<file path="src/include/bcp_pkg.sv">
// constants shared by the commutation and protection core
// Summary of operation
// supply low lockout turns every switch off
// quadrant select low two-quad, high four-quad
// tach pulses fixed width, rate follows speed
// one tach pulse per any sensor edge; an edge during a running pulse retriggers and lengthens that pulse instead
// brake: low sides off, high sides on
// brake high side gated only by listed conditions
// freewheel high disables all outputs
// run enable low disables all outputs
// direction output decoded from sensor sequence
// direction output matches command while motoring
// command high forward, low reverse
// direction latch transparent below speed threshold
// reversal above speed forces freewheel until slow
// system should use latch in two-quad
// sensor codes 000 and 111 are invalid
// system inverts 60 degree sensors externally
// sensor inputs filtered against glitches
// over-current ends high side until next period
// pwm comparator gates duty each period
// two-quad modulates high side, low side on
// four-quad modulates both active switches
// one source, one sink, third off
package bcp_pkg;
    localparam int CLK_PERIOD_NS  = 4;
    localparam int TACH_ON_NS     = 120000;
    localparam int TACH_ON_CYC    = TACH_ON_NS / CLK_PERIOD_NS;
    localparam int PWM_PERIOD_NS  = 50000;
    localparam int PWM_PERIOD_CYC = PWM_PERIOD_NS / CLK_PERIOD_NS;
    localparam int HALL_FILT_NS   = 1000;
    localparam int HALL_FILT_CYC  = HALL_FILT_NS / CLK_PERIOD_NS;

    localparam logic [7:0] CTRL_OFS   = 8'h00;
    localparam logic [7:0] TACHW_OFS  = 8'h04;
    localparam logic [7:0] STATUS_OFS = 8'h08;

    localparam int CTRL_RUN_BIT        = 0;
    localparam logic CTRL_RUN_RST      = 1'b1;
    localparam int TACHW_WIDTH         = 16;

    localparam int ST_OC_BIT     = 0;
    localparam int ST_LOCK_BIT   = 1;
    localparam int ST_COAST_BIT  = 2;
    localparam int ST_LDIR_BIT   = 3;
    localparam int ST_DSENSE_BIT = 4;
    localparam int ST_HALL_LSB   = 5;
    localparam int ST_LS_LSB     = 8;
    localparam int ST_HS_LSB     = 11;
endpackage

</file>
<file path="src/hw/bcp_sync.sv">
// three-flop pin synchroniser with an optional stability filter
`timescale 1ns/10ps
module bcp_sync
    import bcp_pkg::*;
#(
    parameter int W    = 1,
    parameter int FILT = 1,
    parameter logic [W-1:0] RST_VAL = '0
) (
    // clock and reset
    input  wire logic         clk_i,
    input  wire logic         rst_i,
    // pins and filtered result
    input  wire logic [W-1:0] pin_i,
    output logic      [W-1:0] sync_o
);
    localparam int CW = $clog2(FILT + 1);
    logic [W-1:0]  s1_reg, s2_reg, s3_reg;
    logic [CW-1:0] cnt_reg;

    always_ff @(posedge clk_i) begin
        if (rst_i) begin
            s1_reg <= RST_VAL;
            s2_reg <= RST_VAL;
            s3_reg <= RST_VAL;
        end else begin
            s1_reg <= pin_i;
            s2_reg <= s1_reg;
            s3_reg <= s2_reg;
        end
    end

    // a change must hold FILT+1 agreeing samples before it is believed
    always_ff @(posedge clk_i) begin
        if (rst_i) begin
            cnt_reg <= '0;
            sync_o  <= RST_VAL;
        end else if (s2_reg != s3_reg || s3_reg == sync_o) begin
            cnt_reg <= '0;
        end else if (cnt_reg >= CW'(FILT - 1)) begin
            cnt_reg <= '0;
            sync_o  <= s3_reg;
        end else begin
            cnt_reg <= cnt_reg + 1'b1;
        end
    end
endmodule // bcp_sync

</file>
<file path="src/hw/bcp_pulse.sv">
// retriggerable one-shot of programmable width for the tachometer
`timescale 1ns/10ps
module bcp_pulse
    import bcp_pkg::*;
(
    // clock and reset
    input  wire logic                   clk_i,
    input  wire logic                   rst_i,
    // trigger, width and pulse
    input  wire logic                   trig_i,
    input  wire logic [TACHW_WIDTH-1:0] width_i,
    output logic                        pulse_o
);
    logic [TACHW_WIDTH-1:0] cnt_reg;

    // a zero width still gives a one-cycle pulse
    always_ff @(posedge clk_i) begin
        if (rst_i) begin
            cnt_reg <= '0;
            pulse_o <= 1'b0;
        end else if (trig_i) begin
            cnt_reg <= (width_i == '0) ? TACHW_WIDTH'(1) : width_i;
            pulse_o <= 1'b1;
        end else if (cnt_reg > TACHW_WIDTH'(1)) begin
            cnt_reg <= cnt_reg - 1'b1;
        end else begin
            cnt_reg <= '0;
            pulse_o <= 1'b0;
        end
    end
endmodule // bcp_pulse

</file>
<file path="src/hw/bcp_core.sv">
// commutation, braking, direction latch and protection gating core
`timescale 1ns/10ps
module bcp_core
    import bcp_pkg::*;
#(
    parameter int TACH_CYC  = TACH_ON_CYC,
    parameter int PWM_CYC   = PWM_PERIOD_CYC,
    parameter int HALL_FILT = HALL_FILT_CYC
) (
    // clock and reset
    input  wire logic        CLK_SYS_I,
    input  wire logic        RST_I,
    // rotor position sensors, bit 2 = a
    input  wire logic [2:0]  ROTOR_POS_I,
    // control pins
    input  wire logic        QUADRANT_SELECT_I,
    input  wire logic        BRAKE_I,
    input  wire logic        FREEWHEEL_ALL_I,
    input  wire logic        RUN_ENABLE_I,
    input  wire logic        ROTATION_SENSE_CMD_I,
    // comparator results
    input  wire logic        SUPPLY_LOW_LOCKOUT_I,
    input  wire logic        PWM_CMP_I,
    input  wire logic        OVER_CURRENT_I,
    input  wire logic        ROTOR_RATE_ABOVE_I,
    // bridge gate commands, bit 2 = phase a
    output logic [2:0]       PHASE_HS_ON_O,
    output logic [2:0]       PHASE_LS_ON_O,
    // status pins
    output logic             SPEED_PULSE_O,
    output logic             DECODED_ROTATION_SENSE_O,
    // apb slave
    input  wire logic        PSEL_I,
    input  wire logic        PENABLE_I,
    input  wire logic        PWRITE_I,
    input  wire logic [7:0]  PADDR_I,
    input  wire logic [31:0] PWDATA_I,
    output logic [31:0]      PRDATA_O,
    output logic             PREADY_O,
    output logic             PSLVERR_O
);
    localparam int PW = $clog2(PWM_CYC + 1);

    // forward sequence of valid sensor codes, a b c
    function automatic logic [2:0] hall_next(input logic [2:0] c);
        unique case (c)
            3'b001:  hall_next = 3'b011;
            3'b011:  hall_next = 3'b010;
            3'b010:  hall_next = 3'b110;
            3'b110:  hall_next = 3'b100;
            3'b100:  hall_next = 3'b101;
            3'b101:  hall_next = 3'b001;
            default: hall_next = 3'b000;
        endcase
    endfunction

    function automatic logic hall_valid(input logic [2:0] c);
        hall_valid = (c != 3'b000) && (c != 3'b111);
    endfunction

    // returns {source, sink}, each bit 2 = phase a
    function automatic logic [5:0] commutate(input logic [2:0] c,
                                             input logic fwd);
        logic [5:0] r;
        r = 6'b000_000;
        unique case (c)
            3'b001:  r = 6'b001_010;
            3'b011:  r = 6'b001_100;
            3'b010:  r = 6'b010_100;
            3'b110:  r = 6'b010_001;
            3'b100:  r = 6'b100_001;
            3'b101:  r = 6'b100_010;
            default: r = 6'b000_000;
        endcase
        // reverse swaps source and sink on every step
        commutate = fwd ? r : {r[2:0], r[5:3]};
    endfunction

    logic [2:0] hall_s;
    logic [7:0] ctl_s;
    logic quad_s, brake_s, free_s, run_pin_s, dir_cmd_s;
    logic lock_s, pwm_s, oc_s, rate_s;

    bcp_sync #(.W(3), .FILT(HALL_FILT), .RST_VAL(3'b111)) u_hall_sync (
        .clk_i  (CLK_SYS_I),
        .rst_i  (RST_I),
        .pin_i  (ROTOR_POS_I),
        .sync_o (hall_s)
    );

    // lockout resets high so the bridge stays off until proven safe
    bcp_sync #(.W(8), .FILT(1), .RST_VAL(8'b0001_0100)) u_ctl_sync (
        .clk_i  (CLK_SYS_I),
        .rst_i  (RST_I),
        .pin_i  ({QUADRANT_SELECT_I, BRAKE_I, FREEWHEEL_ALL_I,
                  RUN_ENABLE_I, ROTATION_SENSE_CMD_I,
                  SUPPLY_LOW_LOCKOUT_I, PWM_CMP_I, OVER_CURRENT_I}),
        .sync_o (ctl_s)
    );
    assign {quad_s, brake_s, free_s, run_pin_s, dir_cmd_s,
            lock_s, pwm_s, oc_s} = ctl_s;

    // speed comparator kept apart so a stuck value is easy to see
    bcp_sync #(.W(1), .FILT(1), .RST_VAL(1'b0)) u_rate_sync (
        .clk_i  (CLK_SYS_I),
        .rst_i  (RST_I),
        .pin_i  (ROTOR_RATE_ABOVE_I),
        .sync_o (rate_s)
    );

    // ---------------- registers -----------------
    logic                   run_sw_reg;
    logic [TACHW_WIDTH-1:0] tach_w_reg;
    logic                   acc_ok;
    logic                   wr_en;
    logic [31:0]            status;

    assign acc_ok = (PADDR_I == CTRL_OFS) || (PADDR_I == TACHW_OFS)
                 || (PADDR_I == STATUS_OFS);
    assign wr_en  = PSEL_I && PENABLE_I && PREADY_O && PWRITE_I;

    // one wait state: pready rises in the second access cycle
    always_ff @(posedge CLK_SYS_I) begin
        if (RST_I) begin
            PREADY_O  <= 1'b0;
            PSLVERR_O <= 1'b0;
            PRDATA_O  <= 32'h0000_0000;
        end else if (PSEL_I && PENABLE_I && !PREADY_O) begin
            PREADY_O  <= 1'b1;
            PSLVERR_O <= !acc_ok;
            unique case (PADDR_I)
                CTRL_OFS:   PRDATA_O <= {31'h0000_0000, run_sw_reg};
                TACHW_OFS:  PRDATA_O <= {16'h0000, tach_w_reg};
                STATUS_OFS: PRDATA_O <= status;
                default:    PRDATA_O <= 32'h0000_0000;
            endcase
        end else begin
            PREADY_O  <= 1'b0;
            PSLVERR_O <= 1'b0;
        end
    end

    always_ff @(posedge CLK_SYS_I) begin
        if (RST_I) begin
            run_sw_reg <= CTRL_RUN_RST;
            tach_w_reg <= TACHW_WIDTH'(TACH_CYC);
        end else if (wr_en && PADDR_I == CTRL_OFS) begin
            run_sw_reg <= PWDATA_I[CTRL_RUN_BIT];
        end else if (wr_en && PADDR_I == TACHW_OFS) begin
            tach_w_reg <= PWDATA_I[TACHW_WIDTH-1:0];
        end
    end

    // ---------------- tachometer and rotation sense -----------------
    logic [2:0] hall_d_reg;
    logic       hall_edge;
    logic       dsense_reg;

    assign hall_edge = (hall_s != hall_d_reg);

    always_ff @(posedge CLK_SYS_I) begin
        if (RST_I) begin
            hall_d_reg <= 3'b111;
        end else begin
            hall_d_reg <= hall_s;
        end
    end

    bcp_pulse u_tach (
        .clk_i   (CLK_SYS_I),
        .rst_i   (RST_I),
        .trig_i  (hall_edge),
        .width_i (tach_w_reg),
        .pulse_o (SPEED_PULSE_O)
    );

    // only steps between two valid neighbours count as motion
    always_ff @(posedge CLK_SYS_I) begin
        if (RST_I) begin
            dsense_reg <= 1'b1;
        end else if (hall_edge && hall_valid(hall_d_reg)) begin
            if (hall_s == hall_next(hall_d_reg)) begin
                dsense_reg <= 1'b1;
            end else if (hall_d_reg == hall_next(hall_s)) begin
                dsense_reg <= 1'b0;
            end
        end
    end

    always_ff @(posedge CLK_SYS_I) begin
        if (RST_I) begin
            DECODED_ROTATION_SENSE_O <= 1'b1;
        end else begin
            DECODED_ROTATION_SENSE_O <= dsense_reg;
        end
    end

    // ---------------- direction latch -----------------
    logic ldir_reg;
    logic coast_reg;

    always_ff @(posedge CLK_SYS_I) begin
        if (RST_I) begin
            ldir_reg  <= 1'b1;
            coast_reg <= 1'b0;
        end else if (!rate_s) begin
            ldir_reg  <= dir_cmd_s;
            coast_reg <= 1'b0;
        end else if (dir_cmd_s != ldir_reg) begin
            coast_reg <= 1'b1;
        end
    end

    // ---------------- pwm period and current limit -----------------
    logic [PW-1:0] pwm_cnt_reg;
    logic          period_start;
    logic          oc_reg;

    assign period_start = (pwm_cnt_reg == '0);

    always_ff @(posedge CLK_SYS_I) begin
        if (RST_I || pwm_cnt_reg >= PW'(PWM_CYC - 1)) begin
            pwm_cnt_reg <= '0;
        end else begin
            pwm_cnt_reg <= pwm_cnt_reg + 1'b1;
        end
    end

    // a trip holds until the next period; a trip at the start wins
    always_ff @(posedge CLK_SYS_I) begin
        if (RST_I) begin
            oc_reg <= 1'b0;
        end else if (oc_s) begin
            oc_reg <= 1'b1;
        end else if (period_start) begin
            oc_reg <= 1'b0;
        end
    end

    // ---------------- gate drive -----------------
    logic       enabled;
    logic       mod_on;
    logic [5:0] step;
    logic [2:0] hs_next, ls_next;

    assign enabled = !lock_s && !free_s && !coast_reg
                  && run_pin_s && run_sw_reg;
    assign mod_on  = pwm_s && !oc_reg && !oc_s;
    assign step    = commutate(hall_s, ldir_reg);

    always_comb begin
        hs_next = 3'b000;
        ls_next = 3'b000;
        if (lock_s || !enabled) begin
            hs_next = 3'b000;
            ls_next = 3'b000;
        end else if (brake_s) begin
            ls_next = 3'b000;
            hs_next = pwm_s ? 3'b111 : 3'b000;
        end else if (!quad_s) begin
            hs_next = mod_on ? step[5:3] : 3'b000;
            ls_next = step[2:0];
        end else begin
            hs_next = mod_on ? step[5:3] : 3'b000;
            ls_next = mod_on ? step[2:0] : 3'b000;
        end
    end

    always_ff @(posedge CLK_SYS_I) begin
        if (RST_I) begin
            PHASE_HS_ON_O <= 3'b000;
            PHASE_LS_ON_O <= 3'b000;
        end else begin
            PHASE_HS_ON_O <= hs_next;
            PHASE_LS_ON_O <= ls_next;
        end
    end

    always_comb begin
        status = 32'h0000_0000;
        status[ST_OC_BIT]     = oc_reg;
        status[ST_LOCK_BIT]   = lock_s;
        status[ST_COAST_BIT]  = coast_reg;
        status[ST_LDIR_BIT]   = ldir_reg;
        status[ST_DSENSE_BIT] = dsense_reg;
        status[ST_HALL_LSB +: 3] = hall_s;
        status[ST_LS_LSB +: 3]   = PHASE_LS_ON_O;
        status[ST_HS_LSB +: 3]   = PHASE_HS_ON_O;
    end
endmodule // bcp_core

</file>
<file path="config.mk">
export PLATFORM = sky130hd
export DESIGN_NAME = bcp_core
export DESIGN_NICKNAME = d
export VERILOG_FILES = /design/src/include/bcp_pkg.sv /design/src/hw/bcp_sync.sv /design/src/hw/bcp_pulse.sv /design/src/hw/bcp_core.sv
export SDC_FILE = /design/constraint.sdc
export NUM_CORES = 1
export LEC_CHECK = 0
export ABC_AREA = 1
export BUFFER_PORTS_ARGS = -buffer_cell sky130_fd_sc_hd__buf_2
export CORE_ASPECT_RATIO = 0.6
export CORE_MARGIN = 5
export CORE_UTILIZATION = 28
export DETAILED_ROUTE_END_ITERATION = 6
export PLACE_DENSITY = 0.43
export SYNTH_ARGS = -nofsm -noshare
export SYNTH_HDL_FRONTEND = slang
export SYNTH_HIERARCHICAL = 1
export SYNTH_SLANG_ARGS = --single-unit
</file>
<file path="constraint.sdc">
create_clock -name CLK_SYS_I -period 1.9 [get_ports CLK_SYS_I]
set_input_delay 0.095 -clock CLK_SYS_I [delete_from_list [all_inputs] [get_ports CLK_SYS_I]]
set_output_delay 0.095 -clock CLK_SYS_I [all_outputs]
set_load 0.02 [all_outputs]
</file>
==> flow_summary_export.csv, run 1 <==
group,metric,value,unit
logic_synthesis,syn_area,6430,sq um
die,core-area,22900,sq um
clocking,cts_buffers,17,
logic_synthesis,yosysUniqueCellTypes,41,
timing,setup_viol,0,
setup_path,ff2ff_setup_slack,0.22,ns
clocking,cts_root_buf,"clkbuf_16",
drt,avgViaCountPerCell,4.26,
logic_synthesis,ys_ff_latch,136,
die,dieArea,26200,sq um
placement,placed_cell_area,7040,sq um
die,std_cell_rows,43,
timing,final_max_slew_viol_count,0,
grt,grt_max_degree,76,
setup_path,slowest_delay,0.31,ns
placement,pre_cts_ws,0.203,ns
placement,port_buffers,66,
timing,grt_setup_unrepaired,"false",
setup_path,required,2.21,ns
power_and_ir_drop,seq_power_share,0.383,
drt,wirelength,17500,um
logic_synthesis,synth_xor_area_frac,0.0327,
power_and_ir_drop,max-vdd-ir-drop,570,uV
setup_path,worstPathArrival,1.98,ns
grt,grt.total_usage,0.140,
logic_synthesis,synthAdderAreaFrac,0.0136,
cells_and_area,n_antenna_cell,0,
timing,hold-worst-slack,0.0544,ns
grt,grt.overflow.total,0,
setup_path,cp_cell_sequence,"inv_1 > ha_1 > inv_1 > nand2_1 > nand2_1 > nor2_1 > a21oi_4 > buf_12 > buf_4 > a21oi_1 > nor2_1",
power_and_ir_drop,comb_power_share,0.197,
logic_synthesis,ys_warn_count,6,
setup_path,worst-path-max-fanout,15,
flow_run,max_cap_violations,0,
power_and_ir_drop,clockPowerShare,0.420,
placement,place.gp.congestion,0.842,
logic_synthesis,synthMuxAreaShare,0,
grt,grt_pass1_wl,28600,um
clocking,insertion_delay,0.42,ns
timing,max_slew_margin,0.549,
logic_synthesis,avgSynthCellArea,7.11,sq um
timing,finalHoldViolCount,0,
setup_path,worst_setup_path_end_kind,"register",
logic_synthesis,synth_top_area_frac,0.423,
timing,setup_slack,0.225,ns
cells_and_area,num-fill-cells,2506,
placement,dpl.hpwl,12700,um
power_and_ir_drop,p_leak,3.61,nW
drt,dr.pass1.iters,5,
logic_synthesis,ys_seq_area_frac,0.423,
die,top_level_ports,99,
power_and_ir_drop,power.internal,5.81,mW
logic_synthesis,synth-simple-area-share,0.340,
timing,max_freq,597,MHz
die,fp.dieH,127,um
drt,antenna_left,0,
grt,first_global_vias,5252,
power_and_ir_drop,switchingPower,2.46,mW
drt,drc,0,
logic_synthesis,synth-compound-area-share,0.0821,
setup_path,r2r-start,"u_tach/cnt_reg[0]",
logic_synthesis,syn_inst,905,
clocking,cts_sinks,136,
logic_synthesis,synth_top_family_by_area,"simple AND/OR/NAND/NOR gates",
min_path,min-delay-start,"PADDR_I[2]",
drt,drt_iter0_drc,308,
clocking,clock_path_buffers,2,
setup_path,crit_type,"register to register",
cells_and_area,fin_nets,1070,
timing,skew,0.00592,ns
power_and_ir_drop,p_per_area,1040,nW/um^2
logic_synthesis,yosysTopAreaCell,"dfxtp_1",
setup_path,crit_start,"u_tach/cnt_reg[0]",
clocking,cts_resized,0,
run_status,outcome,"complete, no violations",
die,die_width,206,um
setup_path,cp_slowest_cell,"dfxtp_1",
timing,setup_tns,0,ns
timing,worst_pin_slew,0.676,ns
power_and_ir_drop,finalPower,8.27,mW
die,start_util,0.281,
drt,wl_per_cell,13.1,um
grt,grt_antenna_before_repair,0,
timing,period_share,0.882,
clocking,path_clk_slew,0.06,ns
clocking,cts_tree,"built",
drt,vias,5683,
setup_path,start_kind,"register",
power_and_ir_drop,switching_share,0.297,
clocking,h-tree-depth,4,
timing,period_needed,1.68,ns
logic_synthesis,yosys-top-cells-area,"dfxtp_1 (42%), nand2_1 (14%), nand3_1 (6.5%)",
cells_and_area,design_area,7970,sq um
cells_and_area,area_growth,23.8,%
cells_and_area,drive_gt1_frac,0.163,
min_path,hold_path.class,"primary input to register",
placed cells by master, fill, tap and decap left out, drive strengths merged:
master | synthesis | layout
a21oi | 68 | 68
buf | 34 | 80
bufinv | 0 | 3
clkbuf | 7 | 21
clkinv | 1 | 4
clkinvlp | 0 | 5
conb | 1 | 16
dfxtp | 136 | 136
dlygate4sd3 | 0 | 28
ha | 7 | 7
inv | 109 | 109
nand2 | 249 | 249
nand3 | 89 | 89
nand3b | 2 | 2
nand4 | 7 | 7
nor2 | 113 | 113
nor3 | 8 | 8
nor3b | 1 | 1
nor4 | 3 | 3
o21ai | 26 | 26
o21bai | 3 | 3
o311ai | 1 | 1
or2 | 16 | 16
xnor2 | 13 | 13
xor2 | 11 | 11
synth_stat cells:
master / instances
o21ai_2: 1
nand2_2: 4
or2_0: 2
nand2_1: 242
buf_1: 2
ha_1: 7
nor3_1: 5
a21oi_4: 1
a21oi_2: 3
buf_2: 7
nor2_2: 9
nor2_1: 99
o21ai_1: 4
nand3_2: 4
dfxtp_1: 136
nand4_1: 7
nand2_4: 3
o311ai_0: 1
nand3_1: 84
inv_2: 6
nor3b_2: 1
nor3_2: 1
nor2_4: 5
inv_1: 102
or2_1: 1
buf_6: 5
xor2_1: 11
nand3b_1: 2
buf_4: 20
o21bai_1: 3
or2_2: 13
xnor2_1: 13
nand3_4: 1
nor4_1: 3
clkinv_1: 1
a21oi_1: 64
conb_1: 1
clkbuf_1: 7
inv_6: 1
nor3_4: 2
o21ai_0: 21
power groups by stage:
stage          sequential (mW)  combinational [mW]  clock (mW)
6_report                  3.17                1.63        3.47
5_1_grt                   3.19                1.86        3.73
4_1_cts                   3.17                1.56        3.58
3_5_place_dp              3.23                1.51           0
3_3_place_gp              3.23                1.51           0
2_1_floorplan             3.19                1.24           0
worst max-delay path: cells and delay by family (launching register included):
family	cells	cell delay [ns]
compound gates	2	0.21
fa+ha+maj	1	0.22
buf+inv	4	0.48
flops	1	0.31
simple gates	4	0.34
layout make-up:
| cell class | count | area, sq um | area share |
|---|---|---|---|
| flip-flops and latches | 136 | 2720 | 0.342 |
| multi-input cells | 633 | 3070 | 0.386 |
| clock inverters | 11 | 146 | 0.0184 |
| clock buffers | 21 | 470 | 0.0591 |
| repair buffers | 108 | 741 | 0.0930 |
| well taps | 315 | 394 | 0.0495 |
| inverters | 110 | 418 | 0.0525 |
cells by family after synthesis:
| kind of cell | count (synthesis) |
|---|---|
| xor gates and xnor gates | 24 |
| other | 1 |
| and+or+nand+nor | 488 |
| AOI/OAI and AO/OA | 98 |
| buffers and inverters | 151 |
| DFF | 136 |
| adders and majority gates | 7 |
worst paths after layout:
kind,depth (start not counted),to
worst max-delay path,11,u_tach/pulse_o
worst min-delay path,3,PSLVERR_O
worst max register to register,11,u_tach/pulse_o
worst min register to register,2,u_ctl_sync/s2_reg[0]
through the flow:
| step | instances | utilization |
|---|---|---|
| 6_report | 1334 | 0.348 |
| 5_1_grt | 1334 | 0.348 |
| 4_1_cts | 1332 | 0.347 |
| 3_5_place_dp | 1272 | 0.308 |
| 3_3_place_gp | 1272 | 0.308 |
| 2_1_floorplan | 920 | - |
metal layers:
layer | share of wire | vias to the layer above | GRT usage
met5 | 0 | - | 0
met4 | 0.0093 | 0 | 0.0378
met3 | 0.054 | 13 | 0.0393
met2 | 0.36 | 130 | 0.177
met1 | 0.57 | 2527 | 0.225
li1 | - | 3013 | -
repair_timing:
action | CTS | global route
hold endpoints to repair | 29 | 0
setup buffers | 0 | 2
hold buffers | 28 | 0
setup endpoints to repair | 0 | 1
Note: power is estimated with default switching activity, not from simulation.
==> inputs of run 2 (changes only) <==
==> constraint.sdc (replaced) <==
create_clock -name CLK_SYS_I -period 1.8 [get_ports CLK_SYS_I]
set_input_delay 0.09 -clock CLK_SYS_I [delete_from_list [all_inputs] [get_ports CLK_SYS_I]]
set_output_delay 0.09 -clock CLK_SYS_I [all_outputs]
set_load 0.02 [all_outputs]
==> flow_summary_export.csv, run 2 (synthesis results as in run 1) <==
group,metric,value,unit
timing,setup_viol,0,
timing,setup_tns,0,ns
power_and_ir_drop,max-vdd-ir-drop,515,uV
die,std_cell_rows,43,
timing,max_slew_margin,0.660,
grt,first_global_vias,5133,
drt,dr.pass1.iters,5,
timing,period_share,0.875,
power_and_ir_drop,p_leak,3.62,nW
placement,place.gp.congestion,0.871,
placement,port_buffers,66,
setup_path,cp_slowest_cell,"dfxtp_1",
clocking,cts_root_buf,"clkbuf_16",
grt,grt_pass1_wl,28100,um
cells_and_area,mostFrequentLayoutCell,"nand2_1",
placement,pre_cts_ws,0.241,ns
clocking,cts_sinks,136,
timing,setup_slack,0.224,ns
grt,grt.total_usage,0.138,
cells_and_area,post-route-util,0.347,
power_and_ir_drop,p_per_area,1070,nW/um^2
cells_and_area,multi_input_area,3070,sq um
setup_path,r2r-start,"hall_d_reg[0]",
run_status,outcome,"complete, no violations",
setup_path,cp_cell_sequence,"xnor2_1 > nand3_1 > a21oi_4 > buf_4 > o21ai_0 > a21oi_1",
die,dieArea,26200,sq um
timing,grt_setup_unrepaired,"false",
timing,max_freq,635,MHz
drt,vias,5651,
timing,finalHoldViolCount,0,
grt,grt_max_degree,47,
setup_path,crit_type,"register to register",
power_and_ir_drop,finalPower,8.50,mW
timing,hold-worst-slack,0.0181,ns
setup_path,worst-path-max-fanout,9,
die,core-area,22900,sq um
timing,period_needed,1.58,ns
clocking,cts_tree,"built",
clocking,h-tree-depth,4,
drt,avgViaCountPerCell,4.23,
flow_run,max_cap_violations,0,
cells_and_area,fin_nets,1073,
clocking,cts_resized,0,
timing,final_max_slew_viol_count,0,
setup_path,slowest_delay,0.41,ns
clocking,path_clk_slew,0.06,ns
min_path,min-delay-start,"PADDR_I[2]",
drt,wirelength,17500,um
die,start_util,0.281,
drt,drc,0,
drt,antenna_left,0,
clocking,post_cts_buffers,0,
grt,grt.overflow.total,0,
timing,skew,0.00733,ns
cells_and_area,drive_gt1_frac,0.164,
cells_and_area,num-fill-cells,2484,
clocking,insertion_delay,0.42,ns
min_path,hold_path.class,"primary input to register",
setup_path,required,2.15,ns
die,top_level_ports,99,
placement,dpl.hpwl,12900,um
setup_path,crit_start,"hall_d_reg[0]",
clocking,cts_buffers,17,
setup_path,start_kind,"register",
drt,drt_iter0_drc,335,
drt,wl_per_cell,13.1,um
die,fp.dieH,127,um
clocking,clock_path_buffers,2,
cells_and_area,ff_latch_area,2720,sq um
cells_and_area,most-common-layout-cells,"nand2_1 (242), dfxtp_1 (136), inv_1 (102)",
grt,grt_antenna_before_repair,0,
setup_path,worstPathArrival,1.93,ns
die,die_width,206,um
timing,worst_pin_slew,0.509,ns
setup_path,worst_setup_path_end_kind,"register",
cells_and_area,n_antenna_cell,0,
cells_and_area,area_growth,23.3,%
## run 2: cell types whose count changed in the layout (fill, tap and decap cells not counted), sizes merged
cell      previous run  this run
clkinvlp             5         0
clkinv               4         8
buf                 80        83
bufinv               3         2
clkbuf              21        22
## run 2: final timing paths
kind	end	slack, ns	cells after the start
hold / removal	PSLVERR_O	0.02	3
hold reg to reg	u_ctl_sync/s2_reg[1]	0.40	2
setup reg to reg	u_tach/cnt_reg[2]	0.22	6
setup / recovery	u_tach/cnt_reg[2]	0.22	6
## run 2: routing by layer
layer / global-route usage / wire length [um] / vias up
met2: 0.171 / 6290 / 118
met4: 0.0413 / 153 / 0
met1: 0.225 / 10100 / 2498
li1: - / - / 3025
met5: 0 / 0 / -
met3: 0.0335 / 956 / 10
## run 2: final cells by class
class / instances / share of cell area
clock buffer: 22 / 0.0598
clock inverter: 9 / 0.0125
inverter: 110 / 0.0527
multi-input combinational: 633 / 0.387
sequential: 136 / 0.343
tap: 315 / 0.0497
timing repair buffer: 111 / 0.0947
## run 2: per-stage QoR
stage	area, sq um	cells
floorplan	6490	920
global placement	7080	1277
detailed placement	7080	1277
CTS	7930	1336
global route	7930	1336
finish	7930	1336
## run 2: critical path: cells and delay by family, from the launching register on
kind | cells | cell delay (ns)
simple gates | 1 | 0.31
xor+xnor | 1 | 0.14
buf+inv | 1 | 0.20
compound gates | 3 | 0.47
flops | 1 | 0.41
## run 2: report_power, final
group	switching, mW	internal (mW)	leakage (nW)
combinational	1.05	0.634	2.22
sequential	0.159	3.19	1.11
clock	1.33	2.13	0.289
total	2.54	5.95	3.62
## run 2: timing repair
item,CTS,global route
hold buffers,28,0
hold endpoints to repair,29,0
setup endpoints to repair,0,0
==> inputs of run 3 (changes only) <==
--- a/config.mk
+++ b/config.mk
@@ -11,6 +11,7 @@
 export CORE_MARGIN = 5
 export CORE_UTILIZATION = 28
 export DETAILED_ROUTE_END_ITERATION = 6
+export GPL_TIMING_DRIVEN = 0
 export PLACE_DENSITY = 0.43
 export SYNTH_ARGS = -nofsm -noshare
 export SYNTH_HDL_FRONTEND = slang
==> flow_summary_export.csv, run 3 (synthesis results as in run 1) <==
group,metric,value,unit
run_status,outcome,"complete, no violations",
setup_path,worst-path-max-fanout,10,
cells_and_area,area_growth,26.5,%
grt,grt_pass1_wl,29300,um
placement,pre_cts_ws,-0.216,ns
die,dieArea,26200,sq um
clocking,insertion_delay,0.42,ns
power_and_ir_drop,p_leak,3.73,nW
power_and_ir_drop,p_per_area,1080,nW/um^2
timing,final_max_slew_viol_count,0,
grt,first_global_vias,5305,
timing,setup_tns,0,ns
setup_path,crit_type,"register to register",
drt,antenna_left,0,
grt,grt.total_usage,0.144,
cells_and_area,design_area,8130,sq um
timing,finalHoldViolCount,0,
flow_run,max_cap_violations,0,
setup_path,worstPathArrival,2.03,ns
grt,grt.overflow.total,0,
drt,vias,5765,
setup_path,worst_setup_path_end_kind,"register",
drt,wl_per_cell,13.4,um
drt,drc,0,
clocking,clock_path_buffers,2,
placement,place.gp.congestion,0.817,
clocking,cts_root_buf,"clkbuf_16",
cells_and_area,most-common-layout-cells,"nand2_1 (242), dfxtp_1 (134), inv_1 (102)",
die,top_level_ports,99,
cells_and_area,mostFrequentLayoutCell,"nand2_1",
setup_path,ff2ff_setup_slack,0.12,ns
drt,drt_iter0_drc,434,
clocking,path_clk_slew,0.06,ns
die,die_width,206,um
timing,period_needed,1.68,ns
clocking,cts_buffers,17,
timing,period_share,0.933,
die,fp.dieH,127,um
cells_and_area,n_antenna_cell,0,
drt,dr.pass1.iters,5,
placement,dpl.hpwl,13700,um
timing,max_freq,595,MHz
timing,skew,0.00864,ns
placement,placedCellCount,1301,
placement,port_buffers,66,
timing,setup_slack,0.120,ns
timing,worst_pin_slew,0.719,ns
cells_and_area,fin_nets,1098,
grt,grt_max_degree,25,
timing,setup_viol,0,
clocking,cts_tree,"built",
setup_path,required,2.15,ns
power_and_ir_drop,max-vdd-ir-drop,560,uV
setup_path,start_kind,"register",
grt,grt_antenna_before_repair,0,
clocking,h-tree-depth,4,
die,core-area,22900,sq um
power_and_ir_drop,finalPower,8.75,mW
cells_and_area,drive_gt1_frac,0.182,
clocking,cts_sinks,136,
drt,wirelength,18200,um
die,std_cell_rows,43,
placement,placed_cell_area,7210,sq um
die,start_util,0.281,
cells_and_area,layout.cells.non_filler,1362,
min_path,hold_path.class,"primary input to register",
timing,max_slew_margin,0.521,
drt,avgViaCountPerCell,4.23,
-- run 3: changes by cell type in the layout (fill, tap and decap cells not counted), moves of 2 or more --
cell,previous run,this run
buf_1,0,2
buf_2,66,70
buf_4,16,24
buf_6,0,6
clkbuf_1,2,6
clkbuf_8,3,1
clkinv_2,6,3
clkinv_4,1,3
clkinvlp_4,0,3
dfxtp_1,136,134
dfxtp_2,0,2
inv_6,1,3
-- run 3: worst paths after layout --
| kind | cells after the start | endpoint | from |
|---|---|---|---|
| worst max-delay path | 8 | u_tach/cnt_reg[7] | u_hall_sync/sync_o[2] |
| worst min-delay path | 3 | tach_w_reg[8] | PWDATA_I[8] |
| worst max register to register | 8 | u_tach/cnt_reg[7] | u_hall_sync/sync_o[2] |
| worst min register to register | 2 | u_ctl_sync/s2_reg[6] | u_ctl_sync/s1_reg[6] |
-- run 3: stage by stage --
stage,util,hold WS (ns)
detailed placement,0.315,0.278
floorplan,-,0.161
finish,0.356,0.0530
global route,0.356,0.0668
CTS,0.355,0.0386
global placement,0.315,0.276
-- run 3: worst max-delay path, stage by stage (launching register included) --
cell	delay (ns)
dfxtp_1	0.33
buf_4	0.17
xnor2_1	0.19
nand3_2	0.14
buf_4	0.21
a21oi_4	0.19
buf_6	0.18
nand2_1	0.07
a21oi_2	0.11
-- run 3: report_power, final --
group	switching (mW)	internal [mW]	leakage, nW
Sequential	0.152	3.19	1.11
Clock	1.43	2.22	0.293
Combinational	1.08	0.688	2.33
Total	2.65	6.10	3.73
-- run 3: area by class of cell --
cell class	count	area, sq um
Sequential cell	136	2730
Timing Repair Buffer	95	616
Clock buffer	18	439
Fill cell	2479	14700
Multi-Input combinational cell	633	3080
Tap cell	315	394
Inverter	110	418
Buffer	41	288
Clock inverter	14	171
-- run 3: repair_timing --
item,4_1_cts,5_1_grt
hold buffers,27,0
buffers inserted,2,0
resized for setup,3,8
endpoints found under the hold margin,28,0
setup endpoints to repair,25,17
-- run 3: metal layers --
layer	vias up	wire length, um	GRT usage	share of wire
met5	-	0	0	0
met2	129	6340	0.177	0.35
met4	0	115	0.0342	0.0063
li1	3073	-	-	-
met1	2555	10400	0.238	0.57
met3	8	1320	0.0393	0.073
